<file path="config.mk">
export PLATFORM = sky130hd
export DESIGN_NAME = quad_phase_seq
export DESIGN_NICKNAME = d
export VERILOG_FILES = /design/src/core/qseq_pkg.sv /design/src/core/phase_if.sv /design/src/core/phase_gen.sv /design/src/core/quad_phase_seq.sv
export SDC_FILE = /design/constraint.sdc
export NUM_CORES = 1
export LEC_CHECK = 0
export BUFFER_PORTS_ARGS = -buffer_cell sky130_fd_sc_hd__buf_2
export CORE_ASPECT_RATIO = 0.75
export CORE_MARGIN = 2
export CORE_UTILIZATION = 35
export DETAILED_ROUTE_END_ITERATION = 6
export GPL_TIMING_DRIVEN = 0
export PLACE_DENSITY = 0.58
export SYNTH_ARGS = -nofsm -noshare
export SYNTH_HDL_FRONTEND = slang
export SYNTH_HIERARCHICAL = 1
export SYNTH_SLANG_ARGS = --single-unit
</file>
<file path="constraint.sdc">
create_clock -name i_clk -period 1.9 [get_ports i_clk]
set_input_delay 0 -clock i_clk [delete_from_list [all_inputs] [get_ports i_clk]]
set_output_delay 0 -clock i_clk [all_outputs]
set_load 0.05 [all_outputs]
</file>
<file path="src/core/qseq_pkg.sv">
// constants for the four-phase fetch/execute sequencer
package qseq_pkg;
    localparam int unsigned PC_W        = 13;       // program counter width
    localparam int unsigned IW_W        = 14;       // instruction word width
    localparam int unsigned DA_W        = 9;        // data memory address width
    localparam int unsigned DD_W        = 8;        // data memory word width
    localparam int unsigned NUM_PHASES  = 4;        // phases per instr cycle
    localparam logic [12:0] PC_RESET    = 13'h0000; // first fetch address
    localparam logic [3:0]  PH_ONE      = 4'h1;     // one-hot phase codes
    localparam logic [3:0]  PH_TWO      = 4'h2;
    localparam logic [3:0]  PH_THREE    = 4'h4;
    localparam logic [3:0]  PH_FOUR     = 4'h8;
    localparam logic [13:0] IW_NOP      = 14'h0000; // bubble word
endpackage

</file>
<file path="src/core/phase_if.sv">
// phase strobes shared between the phase generator and the sequencer
`timescale 1ns/1ps
interface phase_if;
    logic [3:0] ph;   // one-hot: bit0 phase_one .. bit3 phase_four
    modport gen (output ph);
    modport use_ph (input ph);
endinterface

</file>
<file path="src/core/phase_gen.sv">
// divide-by-four one-hot phase generator
`timescale 1ns/1ps
module phase_gen
    import qseq_pkg::*;
(
    // clock and reset
    input  wire logic i_clk,
    input  wire logic i_sys_rst,
    // phase strobes
    phase_if.gen      phs
);
    typedef enum logic [3:0] {
        S_ONE   = 4'b0001,
        S_TWO   = 4'b0010,
        S_THREE = 4'b0100,
        S_FOUR  = 4'b1000
    } phase_t;

    phase_t ph_ff;
    phase_t nxt_ph;

    // ----------------------------------------------------------------
    // phase rotation
    // ----------------------------------------------------------------
    // one-hot so phases can never overlap
    always_comb begin
        unique case (ph_ff)
            S_ONE:   nxt_ph = S_TWO;
            S_TWO:   nxt_ph = S_THREE;
            S_THREE: nxt_ph = S_FOUR;
            S_FOUR:  nxt_ph = S_ONE;
            default: nxt_ph = S_ONE;
        endcase
    end

    // restart at phase one
    always_ff @(posedge i_clk or posedge i_sys_rst) begin
        if (i_sys_rst) begin
            ph_ff <= S_ONE;
        end else begin
            ph_ff <= nxt_ph;
        end
    end

    assign phs.ph = ph_ff;
endmodule

</file>
<file path="src/core/quad_phase_seq.sv">
// four-phase two-stage fetch/execute pipeline sequencer
// ------------------------------------------------------------------
// Overview of operation
// - oscillator divided by four into four non-overlapping ordered phases
// - one instruction cycle is exactly phases one through four
// - program counter increments in phase one of every cycle except the first after reset or a jump
// - fetched program word is latched at phase four
// - fetch of next word overlaps execution of current word
// - instruction register loads at phase one, executes in two to four
// - data operand read in phase two, destination write in phase four
// - program counter changes cost two cycles; prefetched word is flushed
// - thirteen-bit program counter, addresses wrap around
// - after reset fetching starts at address zero
// ------------------------------------------------------------------
`timescale 1ns/1ps
module quad_phase_seq
    import qseq_pkg::*;
(
    // clock and reset (i_clk is the oscillator_input_pin)
    input  wire logic            i_clk,
    input  wire logic            i_sys_rst,
    // program memory
    output logic [PC_W-1:0]      o_prog_addr,
    input  wire logic [IW_W-1:0] i_prog_data,
    // branch request from decode, valid during the executing cycle
    input  wire logic            i_jump_req,
    input  wire logic [PC_W-1:0] i_jump_target,
    // data memory control from decode
    input  wire logic [DA_W-1:0] i_dm_addr,
    input  wire logic            i_dm_wr_req,
    input  wire logic [DD_W-1:0] i_dm_wdata,
    // data memory strobes
    output logic                 o_dm_rd,
    output logic                 o_dm_wr,
    output logic [DA_W-1:0]      o_dm_addr,
    output logic [DD_W-1:0]      o_dm_wdata,
    // pipeline state
    output logic [3:0]           o_phase,
    output logic [IW_W-1:0]      o_instr,
    output logic                 o_instr_valid
);
    phase_if phs ();

    phase_gen u_phase_gen (
        .i_clk     (i_clk),
        .i_sys_rst (i_sys_rst),
        .phs       (phs)
    );

    logic [PC_W-1:0] pc_ff,     nxt_pc;
    logic [IW_W-1:0] fetch_ff,  nxt_fetch;
    logic            fvld_ff,   nxt_fvld;
    logic [IW_W-1:0] ir_ff,     nxt_ir;
    logic            ivld_ff,   nxt_ivld;
    logic            flush_ff,  nxt_flush;
    logic            rd_ff,     nxt_rd;
    logic            wr_ff,     nxt_wr;
    logic [DA_W-1:0] da_ff,     nxt_da;
    logic [DD_W-1:0] wd_ff,     nxt_wd;
    logic [3:0]      ph_out_ff, nxt_ph_out;

    // decoded phase strobes; each is high for one clock per cycle
    logic ph1, ph2, ph4;
    assign ph1 = phs.ph[0];
    assign ph2 = phs.ph[1];
    assign ph4 = phs.ph[3];

    // ----------------------------------------------------------------
    // fetch stage and program counter
    // ----------------------------------------------------------------
    // pc points at the word being fetched; a jump taken in the
    // executing cycle is loaded at its phase four so the next
    // phase one fetches the target; the word fetched in parallel
    // is already wrong, so it is marked for flushing
    always_comb begin
        nxt_pc    = pc_ff;
        nxt_fetch = fetch_ff;
        nxt_fvld  = fvld_ff;
        nxt_flush = flush_ff;
        if (ph1) begin
            nxt_flush = 1'b0;
            if (!flush_ff) begin
                nxt_pc = pc_ff + 13'h0001;
            end
        end
        if (ph4) begin
            nxt_fetch = i_prog_data;
            nxt_fvld  = 1'b1;
            if (i_jump_req && ivld_ff) begin
                nxt_pc    = i_jump_target;
                nxt_fvld  = 1'b0;
                nxt_flush = 1'b1;
            end
        end
    end

    // the address bus shows pc while counting; wrap comes from width
    always_ff @(posedge i_clk or posedge i_sys_rst) begin
        if (i_sys_rst) begin
            pc_ff    <= PC_RESET;
            fetch_ff <= IW_NOP;
            fvld_ff  <= 1'b0;
            flush_ff <= 1'b1;     // first phase one fetches address zero
        end else begin
            pc_ff    <= nxt_pc;
            fetch_ff <= nxt_fetch;
            fvld_ff  <= nxt_fvld;
            flush_ff <= nxt_flush;
        end
    end

    // ----------------------------------------------------------------
    // execute stage
    // ----------------------------------------------------------------
    // ir takes the prefetched word at phase one while the next fetch
    // runs in parallel; an invalid slot executes as a bubble
    always_comb begin
        nxt_ir   = ir_ff;
        nxt_ivld = ivld_ff;
        nxt_rd   = 1'b0;
        nxt_wr   = 1'b0;
        nxt_da   = da_ff;
        nxt_wd   = wd_ff;
        // load the coming phase so the visible phase is the live one
        nxt_ph_out = {phs.ph[2:0], phs.ph[3]};
        if (ph1) begin
            nxt_ir   = fvld_ff ? fetch_ff : IW_NOP;
            nxt_ivld = fvld_ff;
        end
        // strobes are registered so they land in phase two and four
        if (phs.ph[0] && fvld_ff) begin
            nxt_rd = 1'b1;
            nxt_da = i_dm_addr;
        end
        if (phs.ph[2] && ivld_ff && i_dm_wr_req) begin
            nxt_wr = 1'b1;
            nxt_da = i_dm_addr;
            nxt_wd = i_dm_wdata;
        end
    end

    always_ff @(posedge i_clk or posedge i_sys_rst) begin
        if (i_sys_rst) begin
            ir_ff     <= IW_NOP;
            ivld_ff   <= 1'b0;
            rd_ff     <= 1'b0;
            wr_ff     <= 1'b0;
            da_ff     <= '0;
            wd_ff     <= '0;
            ph_out_ff <= PH_ONE;
        end else begin
            ir_ff     <= nxt_ir;
            ivld_ff   <= nxt_ivld;
            rd_ff     <= nxt_rd;
            wr_ff     <= nxt_wr;
            da_ff     <= nxt_da;
            wd_ff     <= nxt_wd;
            ph_out_ff <= nxt_ph_out;
        end
    end

    // outputs straight from flops; o_phase tracks the live internal
    // phase, so the registered strobes stand in the phase it shows
    assign o_prog_addr   = pc_ff;
    assign o_instr       = ir_ff;
    assign o_instr_valid = ivld_ff;
    assign o_dm_rd       = rd_ff;
    assign o_dm_wr       = wr_ff;
    assign o_dm_addr     = da_ff;
    assign o_dm_wdata    = wd_ff;
    assign o_phase       = ph_out_ff;
endmodule

</file>
==> impl_summary.md <==
Run status
The run finished with clean final reports.

Final layout
0 antenna diodes ended up in the layout. Measured on the finished design, the core utilization comes to 51.88%. Of the cells placed in the final design, the portion with a size suffix greater than 1 is 40.05%. After the last flow step, the layout net total stands at 438. The synthesis-to-finish area growth is 43.17%.

Min path
The end of the worst hold path is o_prog_addr[11]. The startpoint identified for the worst hold timing path is i_jump_req. In this run the worst hold path is classified as primary input to flop. The worst hold path passes through 3 cells.

GRT
The global-route wire length before repair is 11,120 µm. The number of global-route vias before repair is 2,308. The final global-route overflow total is 0. The initial antenna violation count is 0. Entering global routing, the biggest net connects 68 pins. In the global route stage, overall resource usage came out at 16.50%.

Setup path
The maximum single-stage delay on the critical path is 0.59 ns. The family with the most delay on the worst path is flip-flops. The critical path arrival is 1.93 ns. Along the worst path, the maximum fanout reaches 8. The startpoint of the worst-slack reg-to-reg timing path is u_phase_gen/phs.ph[0].

The worst-case register-to-register setup slack is 0.17 ns. Together, buffers and inverters on the worst path number 1. Data on the critical path is required at its endpoint by 2.10 ns. Measured in cells, the most critical reg-to-reg path has a length of 5. The type of origin of the critical path is a flop. STA classifies the critical path endpoint as a flop.

The capture instance of the worst register-to-register path is o_prog_addr[10]. The slowest stage of the critical path is the dfstp_2 cell. The signal on the critical path passes through buf_4 -> nand4b_4 -> nor4_1 -> xnor2_1 -> o21ai_2. The worst setup path is of the flop to flop kind.

Timing
The worst hold slack is 0.05549 ns. Counting I/O delays and the setup requirement, the final critical path takes 1.728 ns. The total count of max-transition violations in the final report is 0. The final hold violation count is 0. The highest achievable clock rate is 578.8 MHz.

Once routing completed, OpenROAD measured the worst setup slack at 0.1724 ns. For the pin with the worst max-slew slack, the measured transition is 0.8221 ns. The ratio of final minimum period to clock period is 90.93%. The setup-violating endpoint count in the final report is 0.

Setup repair after global routing left no endpoint under its margin. Headroom to the max-slew limit came out at 45.20%. The clock tree skew after final layout is 0.007353 ns.

Logic synthesis
Yosys mapped the design onto 28 distinct sky130hd cell types. The average instance in the mapped netlist occupies 12.21 µm². After synthesis, the cell types taking the most area are dfrtp_1 59%, mux2_2 13%, o21ai_0 4.5%, nand2_1 2.9%, dfstp_2 2.7%. The count of flip-flops with a built-in enable after synthesis is 0. Counting every net in the synthesized netlist gives 284.

In this run the biggest area consumer among cell types represents 59.31% of the synthesized area. The synthesis warning total is 6. The synthesized instance count is 235.

The area of the mapped netlist is 2869 µm². The leading register cell type out of synthesis is dfrtp_1. The synthesized design contains 71 register bits. Of all flip-flops after synthesis, the portion carrying an async set or reset was 100.0%.

dfrtp_1 takes more of the synthesized area than any other cell. The register area share after synthesis is 62.06%.

Floorplanning
The effective utilization at floorplan is 36.24%. The die covers 8945 µm². In this run the count of I/O pins placed on the die edge is 99. The horizontal die dimension is 108.5 µm. In this run the vertical extent of the chip is 82.41 µm. The number of placement rows is 28. The standard cell core area is 7918 µm².

Clocking
The clock tree from TritonCTS is done. Buffers added to address setup during post-CTS repair amount to 0. The buffer cell driving the clock tree root is clkbuf_8. No sink is reached through more buffers than the 2 on the longest clock path. The total of cells resized after clock tree synthesis is 0. The clock tree synthesis step divided the H-tree into 3 levels. For the worst-skew pair, the clock arrives at the later sink with an insertion delay of 0.33 ns.

Clock tree synthesis inserted a total of 9 buffers. After clock tree synthesis, the clock-pin slew on the worst setup and hold paths is 0.07 ns. The clock net in this run drives a total of 71 sinks.

Power and ir drop
The leakage power figure is 1.929 nW. Dividing total power by cell area gives a power density of 927.1 nW/µm². IR analysis of the VDD net gives a maximum drop of 0.5396 mV.

Detailed routing
After detailed routing, the average wire length per cell comes to 13.65 µm. After detailed routing, the number of remaining DRC violations is 0. For this run, the detailed router's first-pass iteration total came to 4. The remaining number of nets flagged by the antenna check after routing is 0. After detailed routing, the number of vias per cell comes to 4.523. The total via count after detailed routing is 2,248.

The total wire length is 6786 µm. The first routing iteration left 71 violations.

Place
The estimated wirelength of the detail-placed design is 4309 µm. The final weighted congestion of routability-driven global placement is 0.6961. Before CTS, the worst setup slack after placement is 0.1768 ns. Buffers placed on the I/O ports in this run total 98.

Run
The tool flagged a number of max-cap violations equal to 0.
[layout by cell type (no fill, tap or decap)]
| cell | n |
|---|---|
| dlygate4sd3_1 | 45 |
| inv_4 | 1 |
| dfrtp_1 | 68 |
| nand4b_4 | 1 |
| nor4b_1 | 3 |
| nor2_1 | 5 |
| mux2i_1 | 1 |
| dfstp_2 | 3 |
| clkbuf_1 | 6 |
| o21ai_2 | 1 |
| nor2_4 | 1 |
| nor4_2 | 2 |
| clkinv_2 | 1 |
| inv_1 | 19 |
| o21ai_0 | 26 |
| nor4_1 | 1 |
| clkbuf_8 | 11 |
| ha_1 | 1 |
| xnor2_1 | 9 |
| nand2_1 | 22 |
| buf_2 | 103 |
| nand4_1 | 3 |
| nand3_1 | 11 |
| a21oi_1 | 2 |
| nor3_1 | 4 |
| o211ai_1 | 1 |
| buf_4 | 1 |
| xor2_1 | 4 |
| and3_1 | 2 |
| nor2b_1 | 1 |
| and2_1 | 1 |
| mux2_2 | 32 |
[worst max-delay path by stage]
stage / start / endpoint / slack [ns] / depth (start not counted)
3_5_place_dp: u_phase_gen/phs.ph[3] / o_prog_addr[2] / 0.18 / 5
6_report: u_phase_gen/phs.ph[0] / o_prog_addr[10] / 0.17 / 5
4_1_cts: u_phase_gen/phs.ph[0] / o_prog_addr[10] / 0.16 / 5
3_3_place_gp: i_sys_rst / o_instr[0] / -0.76 / 2
5_1_grt: u_phase_gen/phs.ph[3] / o_prog_addr[2] / 0.009 / 5
2_1_floorplan: i_sys_rst / fetch_ff[0] / 0.22 / 1
[tightest hold or removal path, cell delays in order]
cell     delay [ns]
buf_2          0.10
nand3_1        0.16
a21oi_1        0.09
[final cells by class]
type	count	area [µm²]
Inverter	20	77.57
Clock buffer	13	158.9
Clock inverter	1	5.005
Sequential cell	71	1780
Multi-Input combinational cell	134	965.9
Fill cell	764	3810
Buffer	10	47.55
Timing Repair Buffer	143	940.9
Tap cell	105	131.4
[where the power goes]
part / internal [mW] / total [mW] / switching, mW / leakage, nW
registers: 1.66 / 1.78 / 0.128 / 0.858
logic: 0.309 / 0.973 / 0.664 / 0.986
clock network: 0.531 / 1.05 / 0.521 / 0.0854
[registers in the layout, indices dropped and copies added (netlist names)]
name and flops:
fetch_ff 14, o_instr 14, o_prog_addr 13, o_dm_addr 9
o_dm_wdata 8, o_phase 4, u_phase_gen/phs.ph 4, flush_ff 1
fvld_ff 1, o_dm_rd 1, o_dm_wr 1, o_instr_valid 1
[metrics by stage]
step / instances / TNS [ns] / instance area (µm²) / power [mW]
after detailed placement: 438 / 0 / 3493 / 2.714
after floorplan: 235 / 0 / 2869 / 2.462
after CTS: 497 / 0 / 4108 / 3.854
after global placement: 438 / -49.33 / 3491 / 2.697
after global routing: 497 / 0 / 4108 / 4.006
final: 497 / 0 / 4108 / 3.808
[kinds of logic after synthesis]
| group | Yosys count | share of synthesized area (%) |
|---|---|---|
| DFF | 71 | 62.06 |
| adders and majority gates | 1 | 0.4360 |
| buffers and inverters | 30 | 4.274 |
| muxes | 33 | 12.91 |
| and+or+nand+nor | 57 | 10.90 |
| xor gates and xnor gates | 13 | 3.969 |
| AOI/OAI and AO/OA | 30 | 5.451 |
[layer usage]
metal / track usage, % / vias to the layer above / wire length [µm]
li1: - / 1095 / -
met5: 0 / - / 0
met3: 7.692 / 8 / 586
met4: 4.615 / 0 / 63
met2: 26.63 / 81 / 3077
met1: 20.04 / 1064 / 3058
[Yosys cell counts, types with 2 or more instances]
cell / number
nand3_1: 11
inv_1: 20
o21ai_0: 26
xnor2_1: 9
xor2_1: 4
nand4_1: 3
nand2_1: 22
buf_2: 5
nor4b_1: 3
nor4_2: 2
dfrtp_1: 68
a21oi_1: 2
nor3_1: 4
dfstp_2: 3
nor2_1: 5
and3_1: 2
clkbuf_1: 4
mux2_2: 32
[timing repair]
item                                    CTS  global route
endpoints found under the setup margin    0             0
hold buffers                             45             0
hold endpoints to repair                113             0
Note: power is estimated with default switching activity, not from simulation.
